### src/logic/dcvfc_map.svh
/*
 daisy-chain valid frame counter register map: word indices, field
 positions, reset values and bus timing for the counter bank.
 assumes the includer multiplies an index by four to form a byte address.
*/
// Function
// - upper port command frame counts only when error-free and crc good
// - upper port 16-bit count holds at 0xFFFF, never wraps
// - reading upper low byte clears it and zeroes the upper counter
// - reading upper high byte latches all upper statistics together
// - lower port response counter exists; high byte has own read-only register
// - lower port 16-bit count holds at 0xFFFF, never rolls over
// - reading lower third statistics register latches lower bytes, then zeroes counter
// - upper low byte at 0x276, 8 bits, read-only, resets to zero
// - lower high byte at 0x277, 8 bits, read-only, resets to zero
// - upper high byte at 0x275 holds upper eight count bits
// - lower low byte at 0x278 completes the lower 16-bit count
`ifndef DCVFC_MAP_SVH
`define DCVFC_MAP_SVH

`define DCVFC_ADDR_W 12
`define DCVFC_DATA_W 32
`define DCVFC_CNT_W 16

`define DCVFC_IDX_UPPER_HI 10'h275
`define DCVFC_IDX_UPPER_LO 10'h276
`define DCVFC_IDX_LOWER_HI 10'h277
`define DCVFC_IDX_LOWER_LO 10'h278
`define DCVFC_IDX_LOWER_THIRD 10'h2F0
`define DCVFC_IDX_CTRL 10'h2F1
`define DCVFC_IDX_STATUS 10'h2F2
`define DCVFC_IDX_LIVE 10'h2F3

`define DCVFC_BYTE_RST 8'h00
`define DCVFC_CNT_FULL 16'hFFFF
`define DCVFC_CTRL_RST 2'h3
`define DCVFC_CTRL_UPPER_EN 0
`define DCVFC_CTRL_LOWER_EN 1
`define DCVFC_STAT_UPPER_SAT 0
`define DCVFC_STAT_LOWER_SAT 1
`define DCVFC_STAT_UPPER_HELD 2

`define DCVFC_WAIT_CYCLES 1

`endif

### src/logic/dcvfc_pkg.sv
/*
 types shared by the counter bank: bus phase and register select codes.
 assumes dcvfc_map.svh carries every numeric constant.
*/
`default_nettype none
package dcvfc_pkg;
   typedef enum logic [2:0] {
      APB_IDLE  = 3'b001,
      APB_WAIT  = 3'b010,
      APB_READY = 3'b100
   } dcvfc_apb_state_type;

   typedef enum logic [8:0] {
      SEL_NONE        = 9'h001,
      SEL_UPPER_HI    = 9'h002,
      SEL_UPPER_LO    = 9'h004,
      SEL_LOWER_HI    = 9'h008,
      SEL_LOWER_LO    = 9'h010,
      SEL_LOWER_THIRD = 9'h020,
      SEL_CTRL        = 9'h040,
      SEL_STATUS      = 9'h080,
      SEL_LIVE        = 9'h100
   } dcvfc_sel_type;
endpackage
`default_nettype wire

### src/logic/dcvfc_sat_counter.sv
/*
 16-bit saturating frame counter with a synchronous period restart.
 assumes inc_i is a one-cycle pulse per qualifying frame.
*/
`timescale 1ns/1ps
`default_nettype none
`include "dcvfc_map.svh"
module dcvfc_sat_counter (
   // clock and reset
   input wire logic clock_i,
   input wire logic sys_rst_i,
   // control
   input wire logic inc_i,
   input wire logic restart_i,
   // state
   output logic [`DCVFC_CNT_W-1:0] count_o,
   output logic full_o
);
   logic [`DCVFC_CNT_W-1:0] count_r;

   assign full_o = (count_r == `DCVFC_CNT_FULL);
   assign count_o = count_r;

   // a frame landing on the restart edge opens the new period, not lost
   always_ff @(posedge clock_i) begin
      if (sys_rst_i) begin
         count_r <= '0;
      end else if (restart_i) begin
         count_r <= inc_i ? `DCVFC_CNT_W'(1) : '0;
      end else if (inc_i && !full_o) begin
         count_r <= count_r + `DCVFC_CNT_W'(1);
      end
   end
endmodule
`default_nettype wire

### src/logic/dcvfc_apb_if.sv
/*
 apb3 slave handshake: one wait cycle, then pready for one cycle.
 assumes the master holds the request until pready is sampled high.
*/
`timescale 1ns/1ps
`default_nettype none
module dcvfc_apb_if (
   // clock and reset
   input wire logic clock_i,
   input wire logic sys_rst_i,
   // bus request
   input wire logic psel_i,
   input wire logic penable_i,
   // bus answer
   output logic pready_o,
   // strobes to the register file
   output logic load_o,
   output logic done_o
);
   dcvfc_pkg::dcvfc_apb_state_type state_r;
   dcvfc_pkg::dcvfc_apb_state_type state_nxt;

   always_comb begin
      state_nxt = state_r;
      unique case (state_r)
         dcvfc_pkg::APB_IDLE: begin
            if (psel_i && penable_i) state_nxt = dcvfc_pkg::APB_READY;
         end
         dcvfc_pkg::APB_READY: state_nxt = dcvfc_pkg::APB_IDLE;
         dcvfc_pkg::APB_WAIT: state_nxt = dcvfc_pkg::APB_IDLE;
      endcase
   end

   always_ff @(posedge clock_i) begin
      if (sys_rst_i) begin
         state_r <= dcvfc_pkg::APB_IDLE;
      end else begin
         state_r <= state_nxt;
      end
   end

   // read data is sampled one edge before completion so it comes from a flop
   assign load_o = (state_r == dcvfc_pkg::APB_IDLE) && psel_i && penable_i;
   assign pready_o = (state_r == dcvfc_pkg::APB_READY);
   assign done_o = pready_o && psel_i && penable_i;
endmodule
`default_nettype wire

### src/logic/dcvfc_top.sv
/*
 daisy-chain valid frame counter bank: two saturating 16-bit counters
 (upper port commands, lower port responses), snapshot byte registers,
 a control and a status word, all on an apb3 slave.
 assumes frame status pulses are synchronous to clock_i, one cycle each.
*/
// Design decision made here: the APB register port.
`timescale 1ns/1ps
`default_nettype none
`include "dcvfc_map.svh"
module dcvfc_top (
   // clock and reset
   input wire logic clock_i,
   input wire logic sys_rst_i,
   // apb3 slave
   input wire logic psel_i,
   input wire logic penable_i,
   input wire logic pwrite_i,
   input wire logic [`DCVFC_ADDR_W-1:0] paddr_i,
   input wire logic [`DCVFC_DATA_W-1:0] pwdata_i,
   output logic [`DCVFC_DATA_W-1:0] prdata_o,
   output logic pready_o,
   output logic pslverr_o,
   // upper chain port frame status
   input wire logic upper_frame_done_i,
   input wire logic upper_frame_err_i,
   input wire logic upper_frame_crc_ok_i,
   // lower chain port frame status
   input wire logic lower_frame_done_i,
   input wire logic lower_frame_err_i,
   input wire logic lower_frame_crc_ok_i,
   // saturation indicators
   output logic upper_count_sat_o,
   output logic lower_count_sat_o
);
   // bus strobes
   logic load;
   logic done;
   logic rd_done;
   logic wr_done;

   // decode
   dcvfc_pkg::dcvfc_sel_type sel;
   logic [9:0] word_idx;
   logic aligned;

   // control and status
   logic [1:0] ctrl_r;
   logic upper_sat_r;
   logic lower_sat_r;
   logic upper_held_r;

   // frame qualification
   logic upper_good;
   logic lower_good;
   logic upper_inc;
   logic lower_inc;

   // live counters
   logic [`DCVFC_CNT_W-1:0] upper_count;
   logic [`DCVFC_CNT_W-1:0] lower_count;
   logic upper_full;
   logic lower_full;
   logic upper_restart;
   logic lower_restart;

   // snapshot bytes
   logic [7:0] upper_lo_r;
   logic [7:0] lower_hi_r;
   logic [7:0] lower_lo_r;
   logic [7:0] upper_cap_lo_r;

   // read path
   logic [`DCVFC_DATA_W-1:0] rd_mux;
   logic rd_err;
   logic [`DCVFC_DATA_W-1:0] prdata_r;
   logic err_r;
   dcvfc_pkg::dcvfc_sel_type sel_r;
   logic write_r;

   dcvfc_apb_if u_apb (
      .clock_i(clock_i),
      .sys_rst_i(sys_rst_i),
      .psel_i(psel_i),
      .penable_i(penable_i),
      .pready_o(pready_o),
      .load_o(load),
      .done_o(done)
   );

   assign word_idx = paddr_i[11:2];
   assign aligned = (paddr_i[1:0] == 2'h0);

   // printed offsets are word indices; byte address is four times each
   always_comb begin
      sel = dcvfc_pkg::SEL_NONE;
      if (aligned) begin
         unique case (word_idx)
            `DCVFC_IDX_UPPER_HI: sel = dcvfc_pkg::SEL_UPPER_HI;
            `DCVFC_IDX_UPPER_LO: sel = dcvfc_pkg::SEL_UPPER_LO;
            `DCVFC_IDX_LOWER_HI: sel = dcvfc_pkg::SEL_LOWER_HI;
            `DCVFC_IDX_LOWER_LO: sel = dcvfc_pkg::SEL_LOWER_LO;
            `DCVFC_IDX_LOWER_THIRD: sel = dcvfc_pkg::SEL_LOWER_THIRD;
            `DCVFC_IDX_CTRL: sel = dcvfc_pkg::SEL_CTRL;
            `DCVFC_IDX_STATUS: sel = dcvfc_pkg::SEL_STATUS;
            `DCVFC_IDX_LIVE: sel = dcvfc_pkg::SEL_LIVE;
            default: sel = dcvfc_pkg::SEL_NONE;
         endcase
      end
   end

   // read data for the access phase; hi byte of upper port reads live count
   always_comb begin
      rd_mux = '0;
      rd_err = 1'b0;
      unique case (sel)
         dcvfc_pkg::SEL_UPPER_HI: begin
            rd_mux[7:0] = upper_count[15:8];
            rd_err = pwrite_i;
         end
         dcvfc_pkg::SEL_UPPER_LO: begin
            rd_mux[7:0] = upper_lo_r;
            rd_err = pwrite_i;
         end
         dcvfc_pkg::SEL_LOWER_HI: begin
            rd_mux[7:0] = lower_hi_r;
            rd_err = pwrite_i;
         end
         dcvfc_pkg::SEL_LOWER_LO: begin
            rd_mux[7:0] = lower_lo_r;
            rd_err = pwrite_i;
         end
         dcvfc_pkg::SEL_LOWER_THIRD: begin
            rd_err = pwrite_i;
         end
         dcvfc_pkg::SEL_CTRL: begin
            rd_mux[1:0] = ctrl_r;
         end
         dcvfc_pkg::SEL_STATUS: begin
            rd_mux[`DCVFC_STAT_UPPER_SAT] = upper_sat_r;
            rd_mux[`DCVFC_STAT_LOWER_SAT] = lower_sat_r;
            rd_mux[`DCVFC_STAT_UPPER_HELD] = upper_held_r;
         end
         dcvfc_pkg::SEL_LIVE: begin
            rd_mux = {lower_count, upper_count};
            rd_err = pwrite_i;
         end
         dcvfc_pkg::SEL_NONE: begin
            rd_err = 1'b1;
         end
      endcase
   end

   // request captured one edge before pready so data comes from flops
   always_ff @(posedge clock_i) begin
      if (sys_rst_i) begin
         prdata_r <= '0;
         err_r <= 1'b0;
         sel_r <= dcvfc_pkg::SEL_NONE;
         write_r <= 1'b0;
      end else if (load) begin
         prdata_r <= pwrite_i ? '0 : rd_mux;
         err_r <= rd_err;
         sel_r <= sel;
         write_r <= pwrite_i;
      end
   end

   assign prdata_o = prdata_r;
   assign pslverr_o = pready_o && err_r;

   // refused accesses have no side effects
   assign rd_done = done && !write_r && !err_r;
   assign wr_done = done && write_r && !err_r;

   // low byte of the upper high read, kept so the pair matches what was returned
   always_ff @(posedge clock_i) begin
      if (sys_rst_i) begin
         upper_cap_lo_r <= `DCVFC_BYTE_RST;
      end else if (load && sel == dcvfc_pkg::SEL_UPPER_HI) begin
         upper_cap_lo_r <= upper_count[7:0];
      end
   end

   always_ff @(posedge clock_i) begin
      if (sys_rst_i) begin
         ctrl_r <= `DCVFC_CTRL_RST;
      end else if (wr_done && sel_r == dcvfc_pkg::SEL_CTRL) begin
         ctrl_r <= pwdata_i[1:0];
      end
   end

   // frame qualification
   assign upper_good = upper_frame_done_i && !upper_frame_err_i && upper_frame_crc_ok_i;
   assign lower_good = lower_frame_done_i && !lower_frame_err_i && lower_frame_crc_ok_i;
   assign upper_inc = upper_good && ctrl_r[`DCVFC_CTRL_UPPER_EN];
   assign lower_inc = lower_good && ctrl_r[`DCVFC_CTRL_LOWER_EN];

   // period restart: upper on low-byte read, lower on third register read
   assign upper_restart = rd_done && sel_r == dcvfc_pkg::SEL_UPPER_LO;
   assign lower_restart = rd_done && sel_r == dcvfc_pkg::SEL_LOWER_THIRD;

   dcvfc_sat_counter u_upper_cnt (
      .clock_i(clock_i),
      .sys_rst_i(sys_rst_i),
      .inc_i(upper_inc),
      .restart_i(upper_restart),
      .count_o(upper_count),
      .full_o(upper_full)
   );

   dcvfc_sat_counter u_lower_cnt (
      .clock_i(clock_i),
      .sys_rst_i(sys_rst_i),
      .inc_i(lower_inc),
      .restart_i(lower_restart),
      .count_o(lower_count),
      .full_o(lower_full)
   );

   // upper snapshot: high byte goes straight out on its read, so only the low byte is kept
   always_ff @(posedge clock_i) begin
      if (sys_rst_i) begin
         upper_lo_r <= `DCVFC_BYTE_RST;
      end else if (rd_done && sel_r == dcvfc_pkg::SEL_UPPER_HI) begin
         upper_lo_r <= upper_cap_lo_r;
      end else if (upper_restart) begin
         upper_lo_r <= `DCVFC_BYTE_RST;
      end
   end

   // snapshot held from high read until the low byte is taken
   always_ff @(posedge clock_i) begin
      if (sys_rst_i) begin
         upper_held_r <= 1'b0;
      end else if (rd_done && sel_r == dcvfc_pkg::SEL_UPPER_HI) begin
         upper_held_r <= 1'b1;
      end else if (upper_restart) begin
         upper_held_r <= 1'b0;
      end
   end

   // lower snapshot: both bytes taken on the same edge that restarts the count
   always_ff @(posedge clock_i) begin
      if (sys_rst_i) begin
         lower_hi_r <= `DCVFC_BYTE_RST;
         lower_lo_r <= `DCVFC_BYTE_RST;
      end else if (lower_restart) begin
         lower_hi_r <= lower_count[15:8];
         lower_lo_r <= lower_count[7:0];
      end
   end

   // sticky saturation flags, write one to clear; saturation wins the clear
   always_ff @(posedge clock_i) begin
      if (sys_rst_i) begin
         upper_sat_r <= 1'b0;
      end else if (upper_full) begin
         upper_sat_r <= 1'b1;
      end else if (wr_done && sel_r == dcvfc_pkg::SEL_STATUS && pwdata_i[`DCVFC_STAT_UPPER_SAT]) begin
         upper_sat_r <= 1'b0;
      end
   end

   always_ff @(posedge clock_i) begin
      if (sys_rst_i) begin
         lower_sat_r <= 1'b0;
      end else if (lower_full) begin
         lower_sat_r <= 1'b1;
      end else if (wr_done && sel_r == dcvfc_pkg::SEL_STATUS && pwdata_i[`DCVFC_STAT_LOWER_SAT]) begin
         lower_sat_r <= 1'b0;
      end
   end

   assign upper_count_sat_o = upper_sat_r;
   assign lower_count_sat_o = lower_sat_r;
endmodule
`default_nettype wire

### config.mk
export PLATFORM = sky130hd
export DESIGN_NAME = dcvfc_top
export DESIGN_NICKNAME = d
export VERILOG_FILES = /design/src/logic/dcvfc_pkg.sv /design/src/logic/dcvfc_sat_counter.sv /design/src/logic/dcvfc_apb_if.sv /design/src/logic/dcvfc_top.sv
export VERILOG_INCLUDE_DIRS = /design/src /design/src/logic
export SDC_FILE = /design/constraint.sdc
export NUM_CORES = 1
export LEC_CHECK = 0
export ABC_AREA = 1
export BUFFER_PORTS_ARGS = -buffer_cell sky130_fd_sc_hd__buf_2
export CELL_PAD_IN_SITES_DETAIL_PLACEMENT = 1
export CELL_PAD_IN_SITES_GLOBAL_PLACEMENT = 1
export CORE_UTILIZATION = 40
export CTS_CLUSTER_SIZE = 14
export DETAILED_ROUTE_END_ITERATION = 6
export PLACE_DENSITY_LB_ADDON = 0.1
export SLEW_MARGIN = 40
export SYNTH_ARGS = -nofsm -noshare
export SYNTH_HDL_FRONTEND = slang
export SYNTH_SLANG_ARGS = --single-unit
### constraint.sdc
create_clock -name clock_i -period 2.5 [get_ports clock_i]
set_input_delay 0.5 -clock clock_i [delete_from_list [all_inputs] [get_ports clock_i]]
set_output_delay 0.5 -clock clock_i [all_outputs]
set_load 0.02 [all_outputs]
==> results of run 1 <==
## how the worst max path moves through the flow
stage                                                   start                                   end  slack [ps]  cells past startpoint
after global placement                              penable_i   u_lower_cnt.count_o[8]$_SDFFE_PP0P_         220                     10
after floorplan                                     penable_i  u_upper_cnt.count_o[11]$_SDFFE_PP0P_         770                     11
after CTS                 u_upper_cnt.count_o[0]$_SDFFE_PP0P_  u_upper_cnt.count_o[12]$_SDFFE_PP0P_         350                     12
after detailed placement                            penable_i   u_lower_cnt.count_o[8]$_SDFFE_PP0P_         220                     10
final                     u_upper_cnt.count_o[0]$_SDFFE_PP0P_  u_upper_cnt.count_o[12]$_SDFFE_PP0P_         350                     12
after global routing                    sel_r[1]$_SDFFE_PP0P_   u_lower_cnt.count_o[8]$_SDFFE_PP0P_         190                      8
## where the power goes
part | leakage, nW | switching (mW) | total [mW] | internal [mW]
Combinational | 1.35 | 0.154 | 0.220 | 0.0651
Sequential | 0.920 | 0.0200 | 1.86 | 1.84
Clock | 0.303 | 0.858 | 2.53 | 1.68
## cell families (layout without fill, tap and decap cells)
| group | after synthesis | in the layout |
|---|---|---|
| simple gates | 330 | 330 |
| compound gates | 159 | 159 |
| buf+inv | 123 | 205 |
| flops | 114 | 114 |
| xor+xnor | 3 | 3 |
| fa+ha+maj | 2 | 2 |
## sequential cells by signal (all words and copies together) (netlist names)
| register | cells |
|---|---|
| prdata_o | 32 |
| u_lower_cnt.count_o | 16 |
| u_upper_cnt.count_o | 16 |
| sel_r | 9 |
| lower_hi_r | 8 |
| lower_lo_r | 8 |
| upper_cap_lo_r | 8 |
| upper_lo_r | 8 |
| ctrl_r | 2 |
| u_apb.state_r | 2 |
| err_r | 1 |
| lower_count_sat_o | 1 |
| upper_count_sat_o | 1 |
| upper_held_r | 1 |
| write_r | 1 |
## critical path, stage by stage, from the launching register on
cell and delay, ps:
dfxtp_1 440, ha_1 250, nand3_1 110, nor2_1 120, nand3_1 180, nand2_1 220, nand2_4 110, nand2_1 170
nor2_2 70, nand2_2 80, inv_1 60, a21oi_1 170, nor3_2 60
## layout by cell type (no fill, tap or decap), drive strengths merged, types with 20 or more instances in the layout
master  instances
inv            95
buf            77
nand3          69
dfxtp         114
o21ai          53
clkbuf         20
nand2         140
nor2           72
a21oi          81
## cell type report
class	instances	area, um2	share of cell area
clock inverter	12	162.7	0.02523
tap	172	215.2	0.03339
timing repair buffer	77	440.4	0.06832
multi-input combinational	494	2539	0.3938
inverter	96	360.3	0.05590
clock buffer	20	446.7	0.06929
sequential	114	2282	0.3540
## stage by stage
stage | instance area, um2 | hold slack [ps] | utilization | worst slack (ps)
floorplan | 5308 | 424.5 | - | 770.1
CTS | 6446 | 319.2 | 0.5047 | 352.0
detailed placement | 5837 | 456.2 | 0.4570 | 216.0
finish | 6446 | 331.0 | 0.5047 | 350.7
global placement | 5837 | 440.7 | 0.4570 | 219.0
global route | 6446 | 322.9 | 0.5047 | 189.6
## per-layer routing
| metal | vias to the layer above | GRT usage | wire length [um] |
|---|---|---|---|
| met5 | - | 0 | 0 |
| met4 | 0 | 0.08608 | 263 |
| met2 | 99 | 0.4494 | 8216 |
| met3 | 22 | 0.06488 | 676 |
| li1 | 2574 | - | - |
| met1 | 2561 | 0.3277 | 7562 |
==> flow_summary.yaml, run 1 <==
status:
  outcome: "completed"
setup_path:
  critPathKind: "register to register"
  critPathMaxFanout: 6
  cp-end-kind: "register"
  arrival_ps: 2460
  crit-reg2reg-capture: "u_upper_cnt.count_o[12]$_SDFFE_PP0P_"
  reg2reg_slack_ps: 350
  r2r_start: "u_upper_cnt.count_o[0]$_SDFFE_PP0P_"
  start_kind: "register"
  reg2reg_depth: 12
  critPathRequiredTime_ps: 2810
synthesis:
  yosysTopAreaCellShare: 0.4300
  synth_mux_area_frac: 0
  synth_nets: 788
  syn_area_um2: 5308
  synth_common_cells: "130 x nand2_1, 114 x dfxtp_1, 93 x inv_1"
  ys.flop_type: "dfxtp_1"
  synth_xor_area_frac: 0.004950
  synth_compound_area_frac: 0.1615
  yosysTopAreaCell: "dfxtp_1"
  synth_top_family_by_area: "simple AND/OR/NAND/NOR gates"
  avgSynthCellArea_um2: 7.261
  netlist_instances: 731
  synthTopCellsByArea: "dfxtp_1 43%, nand2_1 9.2%, a21oi_1 7.5%"
  yosys_warnings: 0
  synthAdderAreaFrac: 0.004715
  synth-async-reset-ratio: 0
  ys_seq_area_frac: 0.4300
  synth-simple-area-share: 0.3067
  synth_edf_count: 0
  synth_most_common_cell: "nand2_1"
  ys_ff_latch: 114
  ys_types: 44
power:
  peakVddDrop_mv: 0.4715
  p_total_mw: 4.614
  power_leakage_nw: 2.577
  powerDensity_nw_per_um2: 715.7
timing:
  drv_slew: 0
  fin_crit_ps: 2149
  min_period_over_period: 0.8597
  fin_tns_setup_ps: 0
  slew_headroom: 0.4091
  worstMarginPinSlew_ps: 885.5
  rsz0062_at_grt: "no"
  fmax_mhz: 465.3
  hold_viol: 0
  setup_viol: 0
  fin_skew_ps: 7.421
cts:
  cts_sinks: 114
  cts_max_level: 4
  post_cts_buffers: 0
  clk_latency_ps: 420
  hold_buffers: 0
  cts_made_buffers: 17
  post_cts_resized: 0
  cts_tree: "done"
  cts.clk_slew.worst_paths_ps: 60
  root_buffer: "clkbuf_16"
  clk_path_buf_depth: 2
job:
  max_cap_violations: 0
die:
  io-pin-count: 91
  initial_core_util: 0.4155
  core_um2: 12770
  rows: 41
  die_w_um: 117.2
  die_area_um2: 13730
  die_h_um: 117.2
placed_design:
  globalplace.congestion: 0.8657
  placement.io_buffers: 60
  dp_cells: 953
  dpl.hpwl_mm: 12.20
routing:
  wire_per_inst_um: 16.97
  drtIter0Drc: 275
  wirelength_mm: 16.72
  vias: 5256
  drt_first_pass_iters: 5
  viasPerCell: 5.336
  ant_nets: 0
  drc: 0
min_path:
  hp-class: "input pin to register"
  min_path_cells: 3
  hold_end: "ctrl_r[0]$_SDFFE_PP1P_"
  hold_start: "pwdata_i[0]"
final_layout:
  nets: 857
  final_cell_count_no_fill: 985
  n_antenna_cell: 0
  fill_cells: 1615
  synthToLayoutAreaGrowth_pct: 21.45
  drive_above_1_share: 0.1833
grt:
  gr-usage-all-layers: 0.2643
  antenna_found_initial: 0
  grt_pass1_wl_mm: 27.03
  grt_max_degree: 34
  gr-total-overflow: 0
  grt_pass1_vias: 5361
No activity file was read; power rests on OpenSTA's default activity.
==> inputs of run 2 (changes only) <==
--- a/config.mk
+++ b/config.mk
@@ -6,11 +6,11 @@
 export SDC_FILE = /design/constraint.sdc
 export NUM_CORES = 1
 export LEC_CHECK = 0
-export ABC_AREA = 1
+export ABC_AREA = 0
 export BUFFER_PORTS_ARGS = -buffer_cell sky130_fd_sc_hd__buf_2
 export CELL_PAD_IN_SITES_DETAIL_PLACEMENT = 1
-export CELL_PAD_IN_SITES_GLOBAL_PLACEMENT = 1
-export CORE_UTILIZATION = 40
+export CELL_PAD_IN_SITES_GLOBAL_PLACEMENT = 2
+export CORE_UTILIZATION = 36
 export CTS_CLUSTER_SIZE = 14
 export DETAILED_ROUTE_END_ITERATION = 6
 export PLACE_DENSITY_LB_ADDON = 0.1
==> run 2 against run 1 <==
Worst setup slack improved by 87 ps. Cell count decreased by 14%. Final area fell by 2.5%. Flip-flop and latch count is the same. Maximum frequency rose by 4.2%. Non-clock buffer count grew 2. Highest routed layer unchanged. Critical endpoint is now u_upper_cnt.count_o[15]$_SDFFE_PP0P_. Power down 3.7%. Combinational power shrank 16%. First-iteration DRC count increased by 4.0%. Count of clock-buffer cells in the layout increased by 8.
==> flow_summary.yaml, run 2 <==
routing:
  vias: 4761
  drt-met1-wl_mm: 7.757
  wire_per_inst_um: 19.29
  top_layer_used: "met4"
  ant_nets: 0
  drtIter0Drc: 286
  drc: 0
  routed-wl-met2_mm: 7.617
  drt_first_pass_iters: 6
  wirelength_mm: 16.30
  met3_length_um: 678
  viasPerCell: 5.634
setup_path:
  critPathMaxFanout: 7
  arrival_ps: 2360
  start_kind: "register"
  crit_slowest_cell: "a2111oi_0"
  critPathKind: "register to register"
  critPathRequiredTime_ps: 2800
  critPathTopFamily: "compound AO/OA/AOI/OAI gates"
  path_buf_inv: 0
  path_cells: "ha_1 > and4_4 > a2111oi_0 > a21boi_0 > o21ba_2"
  cpPeakStageDelay_ps: 610
  cp-end-kind: "register"
final_layout:
  drive_above_1_share: 0.2241
  mostFrequentLayoutCells: "114 x dfxtp_1, 69 x nor2_1, 62 x nand2_1, 60 x buf_2, 41 x a21oi_1"
  nets: 709
  n_antenna_cell: 0
  final_common_cell: "dfxtp_1"
  synthToLayoutAreaGrowth_pct: 21.42
  final_area_um2: 6284
  largest_reg_flops: 32
cts:
  post_cts_buffers: 0
  cts_tree: "done"
  hold_buffers: 0
  clk_path_buf_depth: 2
  cts.clk_slew.worst_paths_ps: 50
  cts_made_buffers: 17
  cts_sinks: 114
  root_buffer: "clkbuf_16"
  clk_latency_ps: 410
  post_cts_resized: 0
  cts_max_level: 4
die:
  core_um2: 13930
  die_area_um2: 14860
  die_h_um: 121.9
  rows: 43
  die_w_um: 121.9
  initial_core_util: 0.3714
  io-pin-count: 91
power:
  power_leakage_nw: 2.346
  comb_power_share: 0.041
  clkPwrFrac: 0.545
  peakVddDrop_mv: 0.4408
  powerDensity_nw_per_um2: 707.0
  switchingPower_uw: 956.4
  p_sw_frac: 0.2153
  p_int_mw: 3.486
  seqPwrFrac: 0.414
timing:
  setup_viol: 0
  fin_tns_setup_ps: 0
  hold_viol: 0
  worstMarginPinSlew_ps: 628.9
  fmax_mhz: 484.8
  fin_skew_ps: 6.410
  slew_headroom: 0.5699
  fin_crit_ps: 2063
  drv_slew: 0
  rsz0062_at_grt: "no"
  min_period_over_period: 0.8250
synthesis:
  ys_ff_latch: 114
  syn_area_um2: 5175
  yosysTopAreaCellShare: 0.4410
  synth_nets: 642
  synth_edf_count: 0
  synth_most_common_cell: "dfxtp_1"
  ys_types: 64
  synth-async-reset-ratio: 0
  synth-simple-area-share: 0.2611
  yosys_warnings: 0
  avgSynthCellArea_um2: 8.846
  synth_mux_area_frac: 0.04860
  synthAdderAreaFrac: 0.004836
  yosysTopAreaCell: "dfxtp_1"
  ys_seq_area_frac: 0.4410
  synth_common_cells: "114 x dfxtp_1, 69 x nor2_1, 62 x nand2_1"
  synth_compound_area_frac: 0.2009
  synthTopCellsByArea: "dfxtp_1 44%, nor2_1 5.0%, a22oi_1 4.9%"
  synth_top_family_by_area: "simple AND/OR/NAND/NOR gates"
  synth_xor_area_frac: 0.01015
  ys.flop_type: "dfxtp_1"
  netlist_instances: 585
placed_design:
  placement.io_buffers: 60
  dpl.hpwl_mm: 11.78
  placed_area_um2: 5697
  globalplace.congestion: 0.8111
grt:
  grt_pass1_vias: 4671
  grt_max_degree: 46
  grt_pass1_wl_mm: 25.64
  antenna_found_initial: 0
  gr-total-overflow: 0
  gr-usage-all-layers: 0.2300
job:
  max_cap_violations: 0
status:
  outcome: "completed"
min_path:
  hp-class: "input pin to register"
==> run 2: cell types whose count changed after synthesis, sizes merged, moves of 8 or more <==
cell / delta
inv: -88
nor3: -10
a21oi: -30
mux2i: +15
a22o: +14
mux2: +9
nand2: -68
nand3: -46
o21ai: -41
nor2b: +8
a22oi: +34
nand4: -13
or3: +13
==> run 2: routing by layer <==
layer,vias up,GRT usage
li1,2289,-
met2,104,0.3739
met3,18,0.04073
met4,0,0.07639
met1,2350,0.3060
met5,-,0
==> run 2: power by group through the flow <==
stage          combinational (mW)  sequential, mW  clock (mW)
3_3_place_gp                0.179            1.88           0
5_1_grt                     0.200            1.84        2.55
4_1_cts                     0.184            1.84        2.45
2_1_floorplan               0.109            1.87           0
3_5_place_dp                0.183            1.88           0
6_report                    0.184            1.84        2.42
==> run 2: cell families after synthesis <==
group | Yosys count
AO/OA/AOI/OAI | 149
XOR/XNOR | 6
adder cells (fa/ha/maj) | 2
buffers and inverters | 38
flip-flops | 114
multiplexers | 24
AND/OR/NAND/NOR | 252
==> run 2: worst min-delay path: cells and delay by family <==
kind | cells | cell delay [ps]
buffers and inverters | 1 | 100
multiplexers | 1 | 70
AND/OR/NAND/NOR | 1 | 60
==> run 2: cell type report <==
class / count / area [um2]
flip-flops and latches: 114 / 2282
multi-input cells: 433 / 2720
repair buffers: 79 / 442.9
clock inverters: 4 / 70.07
fillers: 1622 / 7651
inverters: 7 / 26.28
well taps: 180 / 225.2
clock buffers: 28 / 516.7
==> run 2: worst paths after layout <==
check | cells after the start | from | endpoint | slack, ps
worst max-delay path | 5 | u_upper_cnt.count_o[0]$_SDFFE_PP0P_ | u_upper_cnt.count_o[15]$_SDFFE_PP0P_ | 440
worst min-delay path | 3 | pwdata_i[0] | ctrl_r[0]$_SDFFE_PP1P_ | 360
worst max register to register | 5 | u_upper_cnt.count_o[0]$_SDFFE_PP0P_ | u_upper_cnt.count_o[15]$_SDFFE_PP0P_ | 440
worst min register to register | 2 | lower_lo_r[3]$_SDFFE_PP0P_ | lower_lo_r[3]$_SDFFE_PP0P_ | 460
==> run 2: stage by stage <==
step / setup WS [ps] / total power [mW] / util / cells / hold slack, ps
6_report: 437.5 / 4.443 / 0.4509 / 845 / 355.8
5_1_grt: 243.4 / 4.584 / 0.4509 / 845 / 357.5
4_1_cts: 428.3 / 4.473 / 0.4509 / 845 / 346.8
3_5_place_dp: 301.8 / 2.060 / 0.4088 / 813 / 452.8
3_3_place_gp: 302.3 / 2.055 / 0.4088 / 813 / 451.5
2_1_floorplan: 593.9 / 1.983 / - / 585 / 431.6
==> inputs of run 3 (changes only) <==
--- a/config.mk
+++ b/config.mk
@@ -10,7 +10,7 @@
 export BUFFER_PORTS_ARGS = -buffer_cell sky130_fd_sc_hd__buf_2
 export CELL_PAD_IN_SITES_DETAIL_PLACEMENT = 1
 export CELL_PAD_IN_SITES_GLOBAL_PLACEMENT = 2
-export CORE_UTILIZATION = 36
+export CORE_UTILIZATION = 30
 export CTS_CLUSTER_SIZE = 14
 export DETAILED_ROUTE_END_ITERATION = 6
 export PLACE_DENSITY_LB_ADDON = 0.1
==> constraint.sdc (replaced) <==
create_clock -name clock_i -period 1.8 [get_ports clock_i]
set_input_delay 0.36 -clock clock_i [delete_from_list [all_inputs] [get_ports clock_i]]
set_output_delay 0.36 -clock clock_i [all_outputs]
set_load 0.02 [all_outputs]
==> run 3 against run 2 <==
Sequential power grew 39%. Critical path depth grew 1. Combinational power grew 74%. Count of clock-buffer cells in the layout shrank 4. Highest routed layer unchanged. Clock power grew 23%. First-iteration DRC count shrank 21%. Largest cell class unchanged. The run now ends with negative setup slack left. Hold slack lost 140 ps. Register-to-register slack lost 460 ps. Cell count grew 15%.
==> flow_summary.yaml, run 3 (synthesis gave the netlist of run 2 again) <==
min_path:
  hold_start: "pwdata_i[1]"
  hp-class: "input pin to register"
routing:
  drt_first_pass_iters: 4
  drc: 0
  viasPerCell: 5.251
  vias: 5093
  drtIter0Drc: 226
  ant_nets: 0
  wire_per_inst_um: 18.78
  wirelength_mm: 18.22
final_layout:
  synthToLayoutAreaGrowth_pct: 39.10
  final_common_cell: "dfxtp_1"
  mostFrequentLayoutCells: "106 x dfxtp_1, 92 x buf_4, 69 x nor2_1, 60 x buf_2, 59 x nand2_1"
  drive_above_1_share: 0.3587
  largest_reg_flops: 32
  multi_input_area_um2: 2889
  final_core_util: 0.4310
  nets: 796
  n_antenna_cell: 0
  final_area_um2: 7198
  seqCellArea_um2: 2292
  fill_cells: 1981
power:
  peakVddDrop_mv: 0.6563
  seqPwrFrac: 0.437
  powerDensity_nw_per_um2: 811.9
  p_total_mw: 5.844
  power_leakage_nw: 2.840
  p_int_mw: 4.503
  clkPwrFrac: 0.508
  comb_power_share: 0.055
  switchingPower_mw: 1.341
  p_sw_frac: 0.2295
placed_design:
  placement.io_buffers: 60
  placed_area_um2: 6417
  globalplace.congestion: 0.8404
  dpl.hpwl_mm: 13.26
die:
  rows: 47
  die_w_um: 133.3
  core_um2: 16700
  io-pin-count: 91
  die_area_um2: 17780
  die_h_um: 133.3
  initial_core_util: 0.3099
cts:
  root_buffer: "clkbuf_16"
  cts_sinks: 114
  hold_buffers: 0
  clk_path_buf_depth: 2
  cts.clk_slew.worst_paths_ps: 50
  cts_tree: "done"
  cts_max_level: 4
  clk_latency_ps: 410
  cts_made_buffers: 17
grt:
  grt_pass1_wl_mm: 28.39
  gr-total-overflow: 0
  antenna_found_initial: 0
  gr-usage-all-layers: 0.2106
  grt_pass1_vias: 5193
  grt_max_degree: 44
setup_path:
  arrival_ps: 2100
  path_cells: "or4_4 > nor4_4 > nand3_2 > nand2_2 > buf_12 > a311oi_1"
  start_kind: "register"
  startpoint: "sel_r[0]$_SDFFE_PP1P_"
  cp-end-kind: "register"
  crit_slowest_cell: "or4_4"
  cpPeakStageDelay_ps: 570
  critPathMaxFanout: 15
  r2r_start: "sel_r[0]$_SDFFE_PP1P_"
  critPathRequiredTime_ps: 2080
  critPathKind: "register to register"
timing:
  fin_tns_setup_ps: -157.3
  fin_crit_ps: 1823
  rsz0062_at_grt: "yes"
  hold_ws_ps: 213.9
  slew_headroom: 0.5243
  fin_skew_ps: 6.767
  setup_viol: 17
  fmax_mhz: 548.6
  drv_slew: 0
  fin_ws_ps: -22.66
  worstMarginPinSlew_ps: 712.0
  min_period_over_period: 1.013
  hold_viol: 0
status:
  violations: "negative setup slack"
  outcome: "finished with violations"
job:
  max_cap_violations: 0
-- run 3: cell count changes in the layout (fill, tap and decap cells not counted), moves of 3 or more --
cell	change
buf_4	+73
a21oi_1	-9
a21oi_2	+8
dfxtp_1	-8
dfxtp_2	+8
buf_6	+6
buf_12	+4
and3_4	+3
clkinv_2	+3
nand2_1	-3
-- run 3: metrics by stage --
| step | cells | worst slack, ps |
|---|---|---|
| final | 970 | -22.66 |
| after global routing | 970 | -111.1 |
| after CTS | 968 | -35.75 |
| after detailed placement | 934 | -191.9 |
| after global placement | 934 | -129.5 |
| after floorplan | 585 | 10.49 |
-- run 3: final timing paths --
kind	to	slack (ps)	depth (start not counted)
worst min-delay path	ctrl_r[1]$_SDFFE_PP1P_	210	3
worst min register to register	lower_lo_r[5]$_SDFFE_PP0P_	460	2
worst max-delay path	u_lower_cnt.count_o[12]$_SDFFE_PP0P_	-20	6
worst max register to register	u_lower_cnt.count_o[12]$_SDFFE_PP0P_	-20	6
-- run 3: routing by layer --
layer | global-route usage | part of all wire
met1 | 0.2760 | 0.48
met2 | 0.3440 | 0.48
met3 | 0.04566 | 0.035
met4 | 0.06566 | 0.014
met5 | 0 | 0
-- run 3: power by group through the flow --
stage / sequential (mW) / combinational (mW) / clock [mW]
after floorplan: 2.60 / 0.152 / 0
final: 2.55 / 0.321 / 2.97
after global placement: 2.60 / 0.296 / 0
after CTS: 2.55 / 0.311 / 3.05
after global routing: 2.55 / 0.348 / 3.17
after detailed placement: 2.60 / 0.303 / 0
-- run 3: what timing repair did --
item	4_1_cts	5_1_grt
gates resized for setup	19	36
cloned	1	1
setup buffers	5	1
pin swaps	9	26
endpoints found under the setup margin	42	76
-- run 3: cell type report --
class	instances	area share
clock buffer	24	0.06692
clock inverter	6	0.004519
inverter	7	0.003650
multi-input combinational	434	0.4014
sequential	114	0.3184
tap	220	0.03824
timing repair buffer	165	0.1669
-- run 3: worst max-delay path: cells and delay by family (launching register included) --
family / cells / cell delay (ps)
buffers and inverters: 1 / 150
AOI/OAI and AO/OA: 1 / 50
and+or+nand+nor: 4 / 1170
DFF: 1 / 320
